**config.mk**
```make
export PLATFORM = sky130hd
export DESIGN_NAME = bam_top
export DESIGN_NICKNAME = d
export VERILOG_FILES = /design/src/logic/bam_pkg.sv /design/src/logic/bam_top.sv
export VERILOG_INCLUDE_DIRS = /design/src /design/src/logic
export SDC_FILE = /design/constraint.sdc
export NUM_CORES = 1
export LEC_CHECK = 0
export BUFFER_PORTS_ARGS = -buffer_cell sky130_fd_sc_hd__buf_2
export CELL_PAD_IN_SITES_DETAIL_PLACEMENT = 0
export CELL_PAD_IN_SITES_GLOBAL_PLACEMENT = 1
export CORE_AREA = 2 2 115 128
export DETAILED_ROUTE_END_ITERATION = 8
export DIE_AREA = 0 0 117 130
export PLACE_DENSITY_LB_ADDON = 0.12
export SYNTH_ARGS = -nofsm -noshare
export SYNTH_HDL_FRONTEND = slang
export SYNTH_SLANG_ARGS = --single-unit
export TNS_END_PERCENT = 100
```
**constraint.sdc**
```tcl
create_clock -name clk_sys -period 2.1 [get_ports clk_sys]
set_input_delay 0.21 -clock clk_sys [delete_from_list [all_inputs] [get_ports clk_sys]]
set_output_delay 0.21 -clock clk_sys [all_outputs]
set_load 0.005 [all_outputs]
```
**src/logic/bam_params.svh**
```systemverilog
/*
 board address and interrupt map constants: window bases, masks,
 polarities, serial defaults. assumes 32-bit byte addresses.
*/
`ifndef BAM_PARAMS_SVH
`define BAM_PARAMS_SVH
`define BAM_SDRAM_BASE     32'h0000_0000
`define BAM_SDRAM_MASK     32'hfc00_0000
`define BAM_FIRST_BUS_CONTROLLER_CHANNEL_BASE      32'hf000_0000
`define BAM_SECOND_BUS_CONTROLLER_CHANNEL_BASE      32'hf000_0100
`define BAM_CAN_MASK       32'hffff_ff80
`define BAM_IDE_BASE       32'hf010_0000
`define BAM_IDE_MASK       32'hffff_ffe0
`define BAM_NV_BASE        32'hf020_0000
`define BAM_NV_MASK        32'hffff_8000
`define BAM_NV_USER_END    32'hf020_5fff
`define BAM_NV_RSVD_BASE   32'hf020_6000
`define BAM_NV_ENV_BASE    32'hf020_7000
`define BAM_NV_RTC_BASE    32'hf020_7ff8
`define BAM_FPGA_BASE      32'hf040_0000
`define BAM_FPGA_MASK      32'hfff0_0000
`define BAM_SWITCH_ADDR    32'hf040_0002
`define BAM_FLASH0_BASE    32'hffc0_0000
`define BAM_FLASH1_BASE    32'hffe0_0000
`define BAM_FLASH_MASK     32'hffe0_0000
`define BAM_IRQ_ACT_LOW    7'h33
`define BAM_REG_BAUD       8'h00
`define BAM_REG_FRAME      8'h04
`define BAM_REG_IRQ_STAT   8'h08
`define BAM_REG_IRQ_MASK   8'h0c
`define BAM_REG_STRAP      8'h10
`define BAM_BAUD_DEFAULT   18'h02580
`define BAM_BAUD_MAX       18'h1c200
`define BAM_FRAME_DEFAULT  12'h008
`define BAM_IRQ_RESET      7'h00
`define BAM_RDATA_IDLE     32'h0000_0000
`define BAM_STRAP_RESET    2'b00
`define BAM_CNT_RESET      16'h0000
`endif

```
**src/logic/bam_pkg.sv**
```systemverilog
/*
 types for the board address map block.
 assumes bam_params.svh is available.
*/
`default_nettype none
package bam_pkg;
	typedef struct packed {
		logic sdram;
		logic first_bus_controller_channel;
		logic second_bus_controller_channel;
		logic ide;
		logic nv_user;
		logic nv_rsvd;
		logic nv_env;
		logic nv_rtc;
		logic fpga;
		logic switches;
		logic flash0;
		logic flash1;
	} bam_sel_t;
	typedef struct packed {
		logic [7:0] stop_parity_flow;
		logic [3:0] data_bits;
	} bam_frame_t;
	typedef enum logic [1:0] {
		BAM_BOOT   = 2'b00,
		BAM_STRAP  = 2'b01,
		BAM_RUN    = 2'b10
	} bam_state_t;
endpackage
`default_nettype wire

```
**src/logic/bam_top.sv**
```systemverilog
/*
 board glue: local-bus address decode, external interrupt polarity,
 serial port defaults and boot strap release.
 assumes address is stable while the core asserts bus_valid.
*/
`include "bam_params.svh"
`timescale 1ns/1ps
`default_nettype none
module bam_top #(
	parameter int STRAP_CYCLES = 16
) (
	input  wire logic              clk_sys,
	input  wire logic              rstn,
	input  wire logic [31:0]       bus_addr,
	input  wire logic              bus_valid,
	output var  bam_pkg::bam_sel_t bus_sel,
	output logic                   bus_unmapped,
	input  wire logic [3:0]        coding_switch,
	output logic [7:0]             switch_rdata,
	input  wire logic [6:0]        irq_pin,
	output logic [6:0]             external_interrupt_input,
	input  wire logic [7:0]        reg_addr,
	input  wire logic [31:0]       reg_wdata,
	input  wire logic              reg_wr,
	input  wire logic              reg_rd,
	output logic [31:0]            reg_rdata,
	output logic                   irq,
	output logic [17:0]            rs232_serial_port_baud,
	output logic [17:0]            ttl_serial_port_baud,
	output var  bam_pkg::bam_frame_t serial_frame,
	input  wire logic              ttl_port_transmit_strap_i,
	input  wire logic              ttl_port_handshake_strap_i,
	input  wire logic              ttl_tx,
	input  wire logic              ttl_rts,
	output logic                   ttl_port_transmit_strap_o,
	output logic                   ttl_port_transmit_strap_oe_n,
	output logic                   ttl_port_handshake_strap_o,
	output logic                   ttl_port_handshake_strap_oe_n,
	output logic                   boot_done
);
	localparam int IRQ_LINES = 7;

	// one comparator shape serves every masked window; the switch byte is a plain equality
	function automatic logic hit(
		input logic [31:0] a,
		input logic [31:0] b,
		input logic [31:0] m
	);
		hit = (a & m) == b;
	endfunction

	// offset match, shared by the write and the read decode
	function automatic logic reg_is(
		input logic [7:0] a,
		input logic [7:0] o
	);
		reg_is = a == o;
	endfunction

	// raw window matches, qualified by bus_valid further down
	wire logic sdram_hit  = hit(bus_addr, `BAM_SDRAM_BASE, `BAM_SDRAM_MASK);
	wire logic first_bus_controller_channel_hit   = hit(bus_addr, `BAM_FIRST_BUS_CONTROLLER_CHANNEL_BASE, `BAM_CAN_MASK);
	wire logic second_bus_controller_channel_hit   = hit(bus_addr, `BAM_SECOND_BUS_CONTROLLER_CHANNEL_BASE, `BAM_CAN_MASK);
	wire logic ide_hit    = hit(bus_addr, `BAM_IDE_BASE, `BAM_IDE_MASK);
	wire logic nv_hit     = hit(bus_addr, `BAM_NV_BASE, `BAM_NV_MASK);
	wire logic fpga_win   = hit(bus_addr, `BAM_FPGA_BASE, `BAM_FPGA_MASK);
	wire logic sw_hit     = bus_addr == `BAM_SWITCH_ADDR;
	wire logic flash0_hit = hit(bus_addr, `BAM_FLASH0_BASE, `BAM_FLASH_MASK);
	wire logic flash1_hit = hit(bus_addr, `BAM_FLASH1_BASE, `BAM_FLASH_MASK);

	// battery backed memory, split into its four areas
	wire logic nv_user_hit = nv_hit && bus_addr <= `BAM_NV_USER_END;
	wire logic nv_rsvd_hit = nv_hit && bus_addr >= `BAM_NV_RSVD_BASE
		&& bus_addr < `BAM_NV_ENV_BASE;
	// clock registers overlay the env top, so the clock wins there
	wire logic nv_rtc_hit  = nv_hit && bus_addr >= `BAM_NV_RTC_BASE;
	wire logic nv_env_hit  = nv_hit && bus_addr >= `BAM_NV_ENV_BASE
		&& !nv_rtc_hit;
	// switch byte carved out, so two selects never fire together
	wire logic fpga_hit    = fpga_win && !sw_hit;

	assign bus_sel = '{
		sdram:    bus_valid && sdram_hit,
		first_bus_controller_channel:     bus_valid && first_bus_controller_channel_hit,
		second_bus_controller_channel:     bus_valid && second_bus_controller_channel_hit,
		ide:      bus_valid && ide_hit,
		nv_user:  bus_valid && nv_user_hit,
		nv_rsvd:  bus_valid && nv_rsvd_hit,
		nv_env:   bus_valid && nv_env_hit,
		nv_rtc:   bus_valid && nv_rtc_hit,
		fpga:     bus_valid && fpga_hit,
		switches: bus_valid && sw_hit,
		flash0:   bus_valid && flash0_hit,
		flash1:   bus_valid && flash1_hit
	};
	wire logic any_hit = |bus_sel;
	assign bus_unmapped = bus_valid && !any_hit;
	assign switch_rdata = {4'h0, coding_switch};

	// every line reaches the core active high, whatever its pin polarity
	wire logic [6:0] irq_level = irq_pin ^ `BAM_IRQ_ACT_LOW;
	assign external_interrupt_input = irq_level;

	logic [17:0]         baud [2];
	logic [11:0]         frame;
	logic [6:0]          irq_stat;
	logic [6:0]          irq_mask;
	logic [1:0]          strap_val;
	logic [15:0]         strap_cnt;
	bam_pkg::bam_state_t state;
	bam_pkg::bam_state_t next_state;

	wire logic wr_baud  = reg_wr && reg_is(reg_addr, `BAM_REG_BAUD);
	wire logic wr_frame = reg_wr && reg_is(reg_addr, `BAM_REG_FRAME);
	wire logic wr_stat  = reg_wr && reg_is(reg_addr, `BAM_REG_IRQ_STAT);
	wire logic wr_mask  = reg_wr && reg_is(reg_addr, `BAM_REG_IRQ_MASK);

	// out-of-range rates ignored rather than clipped, so the link stays usable
	wire logic baud_ok = reg_wdata[17:0] != 18'h0
		&& reg_wdata[17:0] <= `BAM_BAUD_MAX;
	// bit 31 picks the port: 0 rs232, 1 ttl
	wire logic [1:0] baud_we = {wr_baud && baud_ok && reg_wdata[31],
		wr_baud && baud_ok && !reg_wdata[31]};
	wire logic [6:0] stat_clr = wr_stat ? reg_wdata[6:0] : 7'h00;
	wire logic [6:0] next_stat;

	for (genvar p = 0; p < 2; p++) begin : g_port
		always_ff @(posedge clk_sys or negedge rstn) begin
			if (!rstn)
				baud[p] <= `BAM_BAUD_DEFAULT;
			else if (baud_we[p])
				baud[p] <= reg_wdata[17:0];
		end
	end

	// a live line beats a clear landing in the same cycle
	for (genvar g = 0; g < IRQ_LINES; g++) begin : g_line
		assign next_stat[g] = irq_level[g] | (irq_stat[g] & ~stat_clr[g]);
	end

	always_ff @(posedge clk_sys or negedge rstn) begin
		if (!rstn)
			frame <= `BAM_FRAME_DEFAULT;
		else if (wr_frame)
			frame <= reg_wdata[11:0];
	end

	always_ff @(posedge clk_sys or negedge rstn) begin
		if (!rstn)
			irq_stat <= `BAM_IRQ_RESET;
		else
			irq_stat <= next_stat;
	end

	always_ff @(posedge clk_sys or negedge rstn) begin
		if (!rstn)
			irq_mask <= `BAM_IRQ_RESET;
		else if (wr_mask)
			irq_mask <= reg_wdata[6:0];
	end

	// strap pins stay released until the boot window has closed
	wire logic boot_over = strap_cnt == 16'(STRAP_CYCLES - 1);

	always_comb begin
		next_state = state;
		unique case (state)
			bam_pkg::BAM_BOOT: begin
				if (boot_over)
					next_state = bam_pkg::BAM_STRAP;
			end
			bam_pkg::BAM_STRAP: begin
				next_state = bam_pkg::BAM_RUN;
			end
			bam_pkg::BAM_RUN: begin
				next_state = bam_pkg::BAM_RUN;
			end
			// the fourth code is unused; fall back to a fresh boot
			default: begin
				next_state = bam_pkg::BAM_BOOT;
			end
		endcase
	end

	always_ff @(posedge clk_sys or negedge rstn) begin
		if (!rstn)
			state <= bam_pkg::BAM_BOOT;
		else
			state <= next_state;
	end

	// limitation: boot windows beyond 16 bits of count wrap around
	wire logic in_boot = state == bam_pkg::BAM_BOOT;
	wire logic [15:0] next_cnt = in_boot ? strap_cnt + 16'h0001 : strap_cnt;

	always_ff @(posedge clk_sys or negedge rstn) begin
		if (!rstn)
			strap_cnt <= `BAM_CNT_RESET;
		else
			strap_cnt <= next_cnt;
	end

	// lines are still released here, so only the board resistors set them
	wire logic take_strap = state == bam_pkg::BAM_STRAP;

	always_ff @(posedge clk_sys or negedge rstn) begin
		if (!rstn)
			strap_val <= `BAM_STRAP_RESET;
		else if (take_strap)
			strap_val <= {ttl_port_handshake_strap_i, ttl_port_transmit_strap_i};
	end

	wire logic run = state == bam_pkg::BAM_RUN;
	assign boot_done = run;
	assign ttl_port_transmit_strap_o = ttl_tx;
	assign ttl_port_handshake_strap_o = ttl_rts;
	assign ttl_port_transmit_strap_oe_n = !run;
	assign ttl_port_handshake_strap_oe_n = !run;

	assign rs232_serial_port_baud = baud[0];
	assign ttl_serial_port_baud = baud[1];
	assign serial_frame = frame;
	assign irq = |(irq_stat & irq_mask);

	// only bits 17:10 of the ttl rate fit beside the full rs232 rate
	wire logic [31:0] rd_word =
		reg_is(reg_addr, `BAM_REG_BAUD)     ? {6'h00, baud[1][17:10], baud[0]} :
		reg_is(reg_addr, `BAM_REG_FRAME)    ? {20'h00000, frame} :
		reg_is(reg_addr, `BAM_REG_IRQ_STAT) ? {25'h0000000, irq_stat} :
		reg_is(reg_addr, `BAM_REG_IRQ_MASK) ? {25'h0000000, irq_mask} :
		reg_is(reg_addr, `BAM_REG_STRAP)    ? {29'h00000000, run, strap_val} :
		`BAM_RDATA_IDLE;
	// data stands for one cycle only, zero otherwise
	wire logic [31:0] next_rdata = reg_rd ? rd_word : `BAM_RDATA_IDLE;

	always_ff @(posedge clk_sys or negedge rstn) begin
		if (!rstn)
			reg_rdata <= `BAM_RDATA_IDLE;
		else
			reg_rdata <= next_rdata;
	end
endmodule
`default_nettype wire

```
==> results.yml, run 1 <==
timing:
  fin_crit_ps: 2090
  relSlewSlack_pct: 54.3
  slew_viol_final: 0
  final-hold-violation-count: 0
  skew_ps: 5.65
  finalSetupViolCount: 0
  worst_pin_slew_ps: 685
  fmax_mhz: 477
  holdWs_ps: 46.2
  rsz0062_at_grt: "yes"
  fin_crit_sh_pct: 99.7
setup_path:
  crit_fanout: 9
  critPathTopFamily: "simple AND/OR/NAND/NOR gates"
  critPathSlowestCell: "or4_4"
  startpoint_type: "input pin"
  worstPathCellList: "buf_6, or4_4, or4b_4, nor3b_4, nand4b_4, buf_12, mux2_4"
  worst-endpoint-arrival_ps: 2330
  cp.required_ps: 2340
  cpPeakStageDelay_ps: 530
  critical_path_buf_inv_count: 2
  worstSetupPathType: "in -> reg"
  crit_path_end_kind: "flip-flop"
die:
  rows: 46
  initial_utilization_pct: 35.8
  fp.dieH_um: 130
  fp.coreArea_sq_um: 14100
  ios: 206
  fp.dieW_um: 117
  die-area_sq_um: 15200
grt:
  overflow: 0
  grt_usage_pct: 17.8
  antenna_found_initial: 0
  grt_max_degree: 51
  first_global_vias: 3790
  grt_pass1_wl_um: 20600
power_and_ir_drop:
  powerDensity_nw_per_um2: 648
  combPwrFrac_pct: 8.0
  p_sw_share_pct: 23.2
  ir_drop_uv: 389
  power.leakage_nw: 3.51
  share_clk_of_total_power_pct: 42.3
  power_switching_mw: 0.995
  power.share.sequential_pct: 49.7
  p_int_mw: 3.30
route:
  drt-total-wl_um: 13100
  wl_met2_um: 6060
  via_count: 3795
  dr.pass1.iters: 4
  top_layer: "met4"
  wl_met3_um: 677
  wl_met1_um: 6120
  drtIter0Drc: 150
  drc: 0
  postRouteAntennaNets: 0
  wl_per_cell_um: 16.4
  vias_per_cell: 4.76
clocking:
  clock_latency_ps: 350
  cts_buffers: 9
  ctsRootBufferMaster: "clkbuf_16"
  cts_sinks: 108
  clockBufferDepth: 2
  cts_tree: "built"
  h-tree-depth: 3
  clk_pin_slew_ps: 70
final_layout:
  nets: 697
  fin_util_pct: 47.0
  drive_gt1_share_pct: 49.9
  n_antenna_cell: 0
  finalNonFillerCells: 797
  regArea_sq_um: 2710
  multiInputGateArea_sq_um: 2150
  fin_area_sq_um: 6630
  synthToLayoutAreaGrowth_pct: 31.4
  fill_cells: 1323
logic_synthesis:
  syn_area_sq_um: 5050
  ys_async_sr_fraction_pct: 100
  syn-instance-count: 406
  synth_seq_cells: 108
  synth_common_cells: "dfrtp_1 (99), mux2_2 (39), nand2_1 (27), nor2_1 (22), buf_4 (20)"
  yosysMostFrequentCell: "dfrtp_1"
  yosys_warnings: 0
  synth_edf_count: 0
  netlist.area_leader.share_pct: 49.1
  avgSynthCellArea_sq_um: 12.4
  synth_area_leaders: "dfrtp_1 (49%), mux2_2 (8.7%), mux2_4 (5.4%)"
  synthFlopType: "dfrtp_1"
  yosysTopAreaCell: "dfrtp_1"
  seq_area_frac_synth_pct: 53.8
  yosysUniqueCellTypes: 50
placement:
  gp_congestion: 0.830
  placed_area_sq_um: 6240
  port_buffers: 170
  hpwl_um: 10100
  dp.cells: 779
status:
  status: "finished clean"
flow_run:
  drv_cap: 0
min_path:
  hold_path_class: "in -> reg"
sequential cells by signal, summed over array words and instances (netlist names):
| register | count |
|---|---|
| reg_rdata | 26 |
| rs232_serial_port_baud | 18 |
| ttl_serial_port_baud | 18 |
| strap_cnt | 16 |
| serial_frame | 12 |
| irq_mask | 7 |
| irq_stat | 7 |
| state | 2 |
| strap_val | 2 |
final cells by class:
class,count,share of cell area [%]
Inverter,10,0.566
Tap cell,192,3.62
Sequential cell,108,40.9
Timing Repair Buffer,204,17.6
Clock inverter,4,0.811
Clock buffer,12,4.02
Multi-Input combinational cell,267,32.5
timing repair:
| item | CTS | global route |
|---|---|---|
| hold endpoints to repair | 43 | 0 |
| buffers inserted | 1 | 0 |
| resized for setup | 3 | 7 |
| setup endpoints to repair | 24 | 16 |
| hold buffers | 1 | 0 |
| pin swaps | 1 | 0 |
cells in the final DEF, fill, tap and decap left out, types with 3 or more instances in the layout:
master,netlist,layout
a21o_1,7,7
a21oi_1,5,5
a22o_1,3,3
a22oi_1,5,5
and2_1,17,17
and3_1,7,7
and4_1,4,4
buf_12,0,3
buf_2,0,168
buf_4,20,28
buf_6,3,4
clkbuf_16,0,9
clkbuf_8,0,3
conb_1,1,10
dfrtp_1,99,99
dfstp_2,9,9
ha_1,5,5
inv_1,10,10
mux2_2,39,39
mux2_4,18,18
mux2i_1,5,5
mux4_2,4,4
nand2_1,27,27
nand3_1,8,8
nand4_1,9,9
nor2_1,22,21
nor3_1,12,12
nor4_1,11,11
o21ai_0,5,5
xnor2_1,12,12
xor2_1,3,3
routing by layer:
layer | up-vias | global-route usage (%)
li1 | 1808 | -
met3 | 14 | 3.58
met2 | 124 | 27.1
met4 | 0 | 7.06
met1 | 1849 | 24.9
met5 | - | 0
worst register-to-register path, stage by stage (launching register included):
cell and delay (ps):
dfrtp_1 420, or4_1 540, nor4b_1 280, a31oi_1 190
mux2_2 310
per-stage QoR:
stage	worst slack [ps]	setup TNS [ps]	total power [mW]
floorplan	-269	-6050	2.30
global placement	-363	-12100	2.51
detailed placement	-425	-13680	2.51
CTS	9.74	0	4.34
global route	-7.11	-13.3	4.48
finish	5.49	0	4.29
final timing paths:
path                          startpoint                         end  slack, ps  depth (start not counted)
setup / recovery             reg_addr[1]  rs232_serial_port_baud[12]          5                          7
max in group asynchronous           rstn                strap_cnt[8]        990                          3
hold / removal                irq_pin[6]                 irq_stat[6]         50                          2
setup reg to reg           strap_cnt[13]                    state[0]        250                          4
hold reg to reg             strap_cnt[6]                strap_cnt[6]        490                          1
min in group asynchronous           rstn   rs232_serial_port_baud[9]        440                          2
power by group through the flow:
stage	Clock (mW)	Combinational [mW]	Sequential (mW)
finish	1.82	0.342	2.13
detailed placement	0	0.339	2.17
CTS	1.86	0.344	2.13
global route	1.97	0.380	2.14
floorplan	0	0.133	2.17
global placement	0	0.335	2.17
cell families (layout without fill, tap and decap cells):
logic type / count (synthesis) / in the layout / synth area share, %
buffers and inverters: 40 / 230 / 4.91
DFF: 108 / 108 / 53.8
AOI/OAI and AO/OA: 32 / 32 / 4.49
adders and majority gates: 5 / 5 / 1.24
muxes: 66 / 66 / 16.8
and+or+nand+nor: 139 / 139 / 16.1
xor gates and xnor gates: 15 / 15 / 2.60
other: 1 / 10 / 0.0743
No activity file was read; power rests on OpenSTA's default activity.
==> run 2: changes to the inputs <==
PLACE_DENSITY = 0.85   (was unset)
PLACE_DENSITY_LB_ADDON = unset   (was 0.12)
SLEW_MARGIN = 0   (was unset)
==> run 2 against run 1 <==
Net effect: critical path depth unchanged; global-route usage down 1.1 points; maximum frequency up 1.1%; clock skew up 1.2 ps; combinational power down 1%; flip-flop and latch count unchanged; clock power down 6%; count of clock-buffer cells in the layout down 1; sequential share of layout area up 0.52 points; register-to-register slack better by 50 ps; via count up 1.1%; critical endpoint is now rs232_serial_port_baud[9].
==> results.yml, run 2 (synthesis gave the netlist of run 1 again) <==
status:
  status: "finished clean"
min_path:
  hold_path_class: "in -> reg"
  min_from: "irq_pin[6]"
  hold_end: "irq_stat[6]"
  min_delay_path_depth: 2
timing:
  fin_crit_sh_pct: 98.6
  fin_crit_ps: 2070
  fmax_mhz: 483
  fin_tns_setup_ps: 0
  relSlewSlack_pct: 61.8
  slew_viol_final: 0
  rsz0062_at_grt: "yes"
  finalSetupViolCount: 0
  final-hold-violation-count: 0
  worst_pin_slew_ps: 573
  skew_ps: 6.88
clocking:
  ctsRootBufferMaster: "clkbuf_16"
  clockBufferDepth: 2
  cts_tree: "built"
  clk_pin_slew_ps: 70
  h-tree-depth: 3
  clock_latency_ps: 350
  cts_buffers: 9
  cts_sinks: 108
final_layout:
  synthToLayoutAreaGrowth_pct: 29.7
  drive_gt1_share_pct: 48.7
  fin_area_sq_um: 6550
  most-common-layout-cells: "buf_2 (168), dfrtp_1 (99), mux2_2 (39)"
  n_antenna_cell: 0
  nets: 692
  largest-register: "reg_rdata"
  fin_util_pct: 46.4
  mostFrequentLayoutCell: "buf_2"
  largest_reg_flops: 26
grt:
  first_global_vias: 3847
  top_usage_layer: "met2"
  overflow: 0
  grtUsageMet1_pct: 19.8
  grt_usage_pct: 16.7
  grt_max_degree: 48
  antenna_found_initial: 0
  use_met2_pct: 28.9
  grt_pass1_wl_um: 19400
  use_met3_pct: 3.58
setup_path:
  crit_path_end_kind: "flip-flop"
  worst-r2r-setup-slack_ps: 300
  cpPeakStageDelay_ps: 530
  reg2reg_to: "state[1]"
  worstPathCellList: "buf_6, or4_4, or4b_4, nor3b_4, nand4b_4, buf_12, mux2_4"
  worstSetupPathType: "in -> reg"
  r2r_start: "strap_cnt[8]"
  worst-endpoint-arrival_ps: 2310
  cp.required_ps: 2330
  startpoint_type: "input pin"
  critPathSlowestCell: "or4_4"
  crit_fanout: 11
  reg2reg_depth: 4
die:
  fp.dieH_um: 130
  fp.dieW_um: 117
  fp.coreArea_sq_um: 14100
  ios: 206
  rows: 46
  initial_utilization_pct: 35.8
  die-area_sq_um: 15200
route:
  drtIter0Drc: 161
  drt-total-wl_um: 12600
  postRouteAntennaNets: 0
  wl_per_cell_um: 15.9
  drc: 0
  via_count: 3835
  dr.pass1.iters: 4
  vias_per_cell: 4.84
placement:
  hpwl_um: 9890
  port_buffers: 170
  gp_congestion: 0.829
  placed_area_sq_um: 6200
power_and_ir_drop:
  power.leakage_nw: 3.47
  powerDensity_nw_per_um2: 638
  ir_drop_uv: 347
flow_run:
  drv_cap: 0
-- run 2: final cells by class --
class,count,area [sq um]
clock buffers,11,243
clock inverters,5,57.6
fillers,1312,7550
inverters,10,37.5
multi-input cells,267,2130
flip-flops and latches,108,2710
well taps,192,240
repair buffers,199,1120
-- run 2: per-stage QoR --
step / setup WS [ps] / cells / hold slack (ps) / power, mW
detailed placement: -372 / 774 / 243 / 2.51
global route: -2.79 / 792 / 55.4 / 4.35
CTS: 11.2 / 791 / 47.2 / 4.22
finish: 28.5 / 792 / 55.2 / 4.18
floorplan: -269 / 415 / -85.6 / 2.30
global placement: -337 / 774 / 226 / 2.50
-- run 2: critical path, delay by kind of cell --
| kind | cells | cell delay, ps |
|---|---|---|
| AND/OR/NAND/NOR | 4 | 1540 |
| buffers and inverters | 2 | 270 |
| multiplexers | 1 | 290 |
-- run 2: repair_timing --
item                                   CTS  global route
resized for setup                        1             3
buffers inserted                         0             1
setup endpoints to repair                7            25
pin swaps                                1             1
hold buffers                             1             0
endpoints found under the hold margin   40             0
gates cloned                             0             0
-- run 2: worst max path at each step --
stage                                             to   startpoint  slack, ps  cells past startpoint
after CTS                    ttl_serial_port_baud[9]  reg_addr[1]         10                      7
after global routing        ttl_serial_port_baud[16]  reg_addr[1]         -3                      7
final                      rs232_serial_port_baud[9]  reg_addr[1]         30                      7
after detailed placement    ttl_serial_port_baud[12]  reg_addr[1]       -370                      7
after global placement      ttl_serial_port_baud[11]  reg_addr[1]       -340                      7
after floorplan           rs232_serial_port_baud[11]  reg_addr[1]       -270                      6
-- run 2: where the power goes --
group / total, mW / switching, mW / internal, mW / leakage [nW]
Combinational: 0.338 / 0.181 / 0.156 / 1.90
Clock: 1.71 / 0.745 / 0.962 / 0.150
Sequential: 2.13 / 0.0239 / 2.11 / 1.42
-- run 2: routing by layer --
| layer | routed length, um | part of all wire (%) |
|---|---|---|
| met1 | 5150 | 41 |
| met2 | 6420 | 51 |
| met3 | 714 | 5.7 |
| met5 | 0 | 0 |
| met4 | 313 | 2.5 |
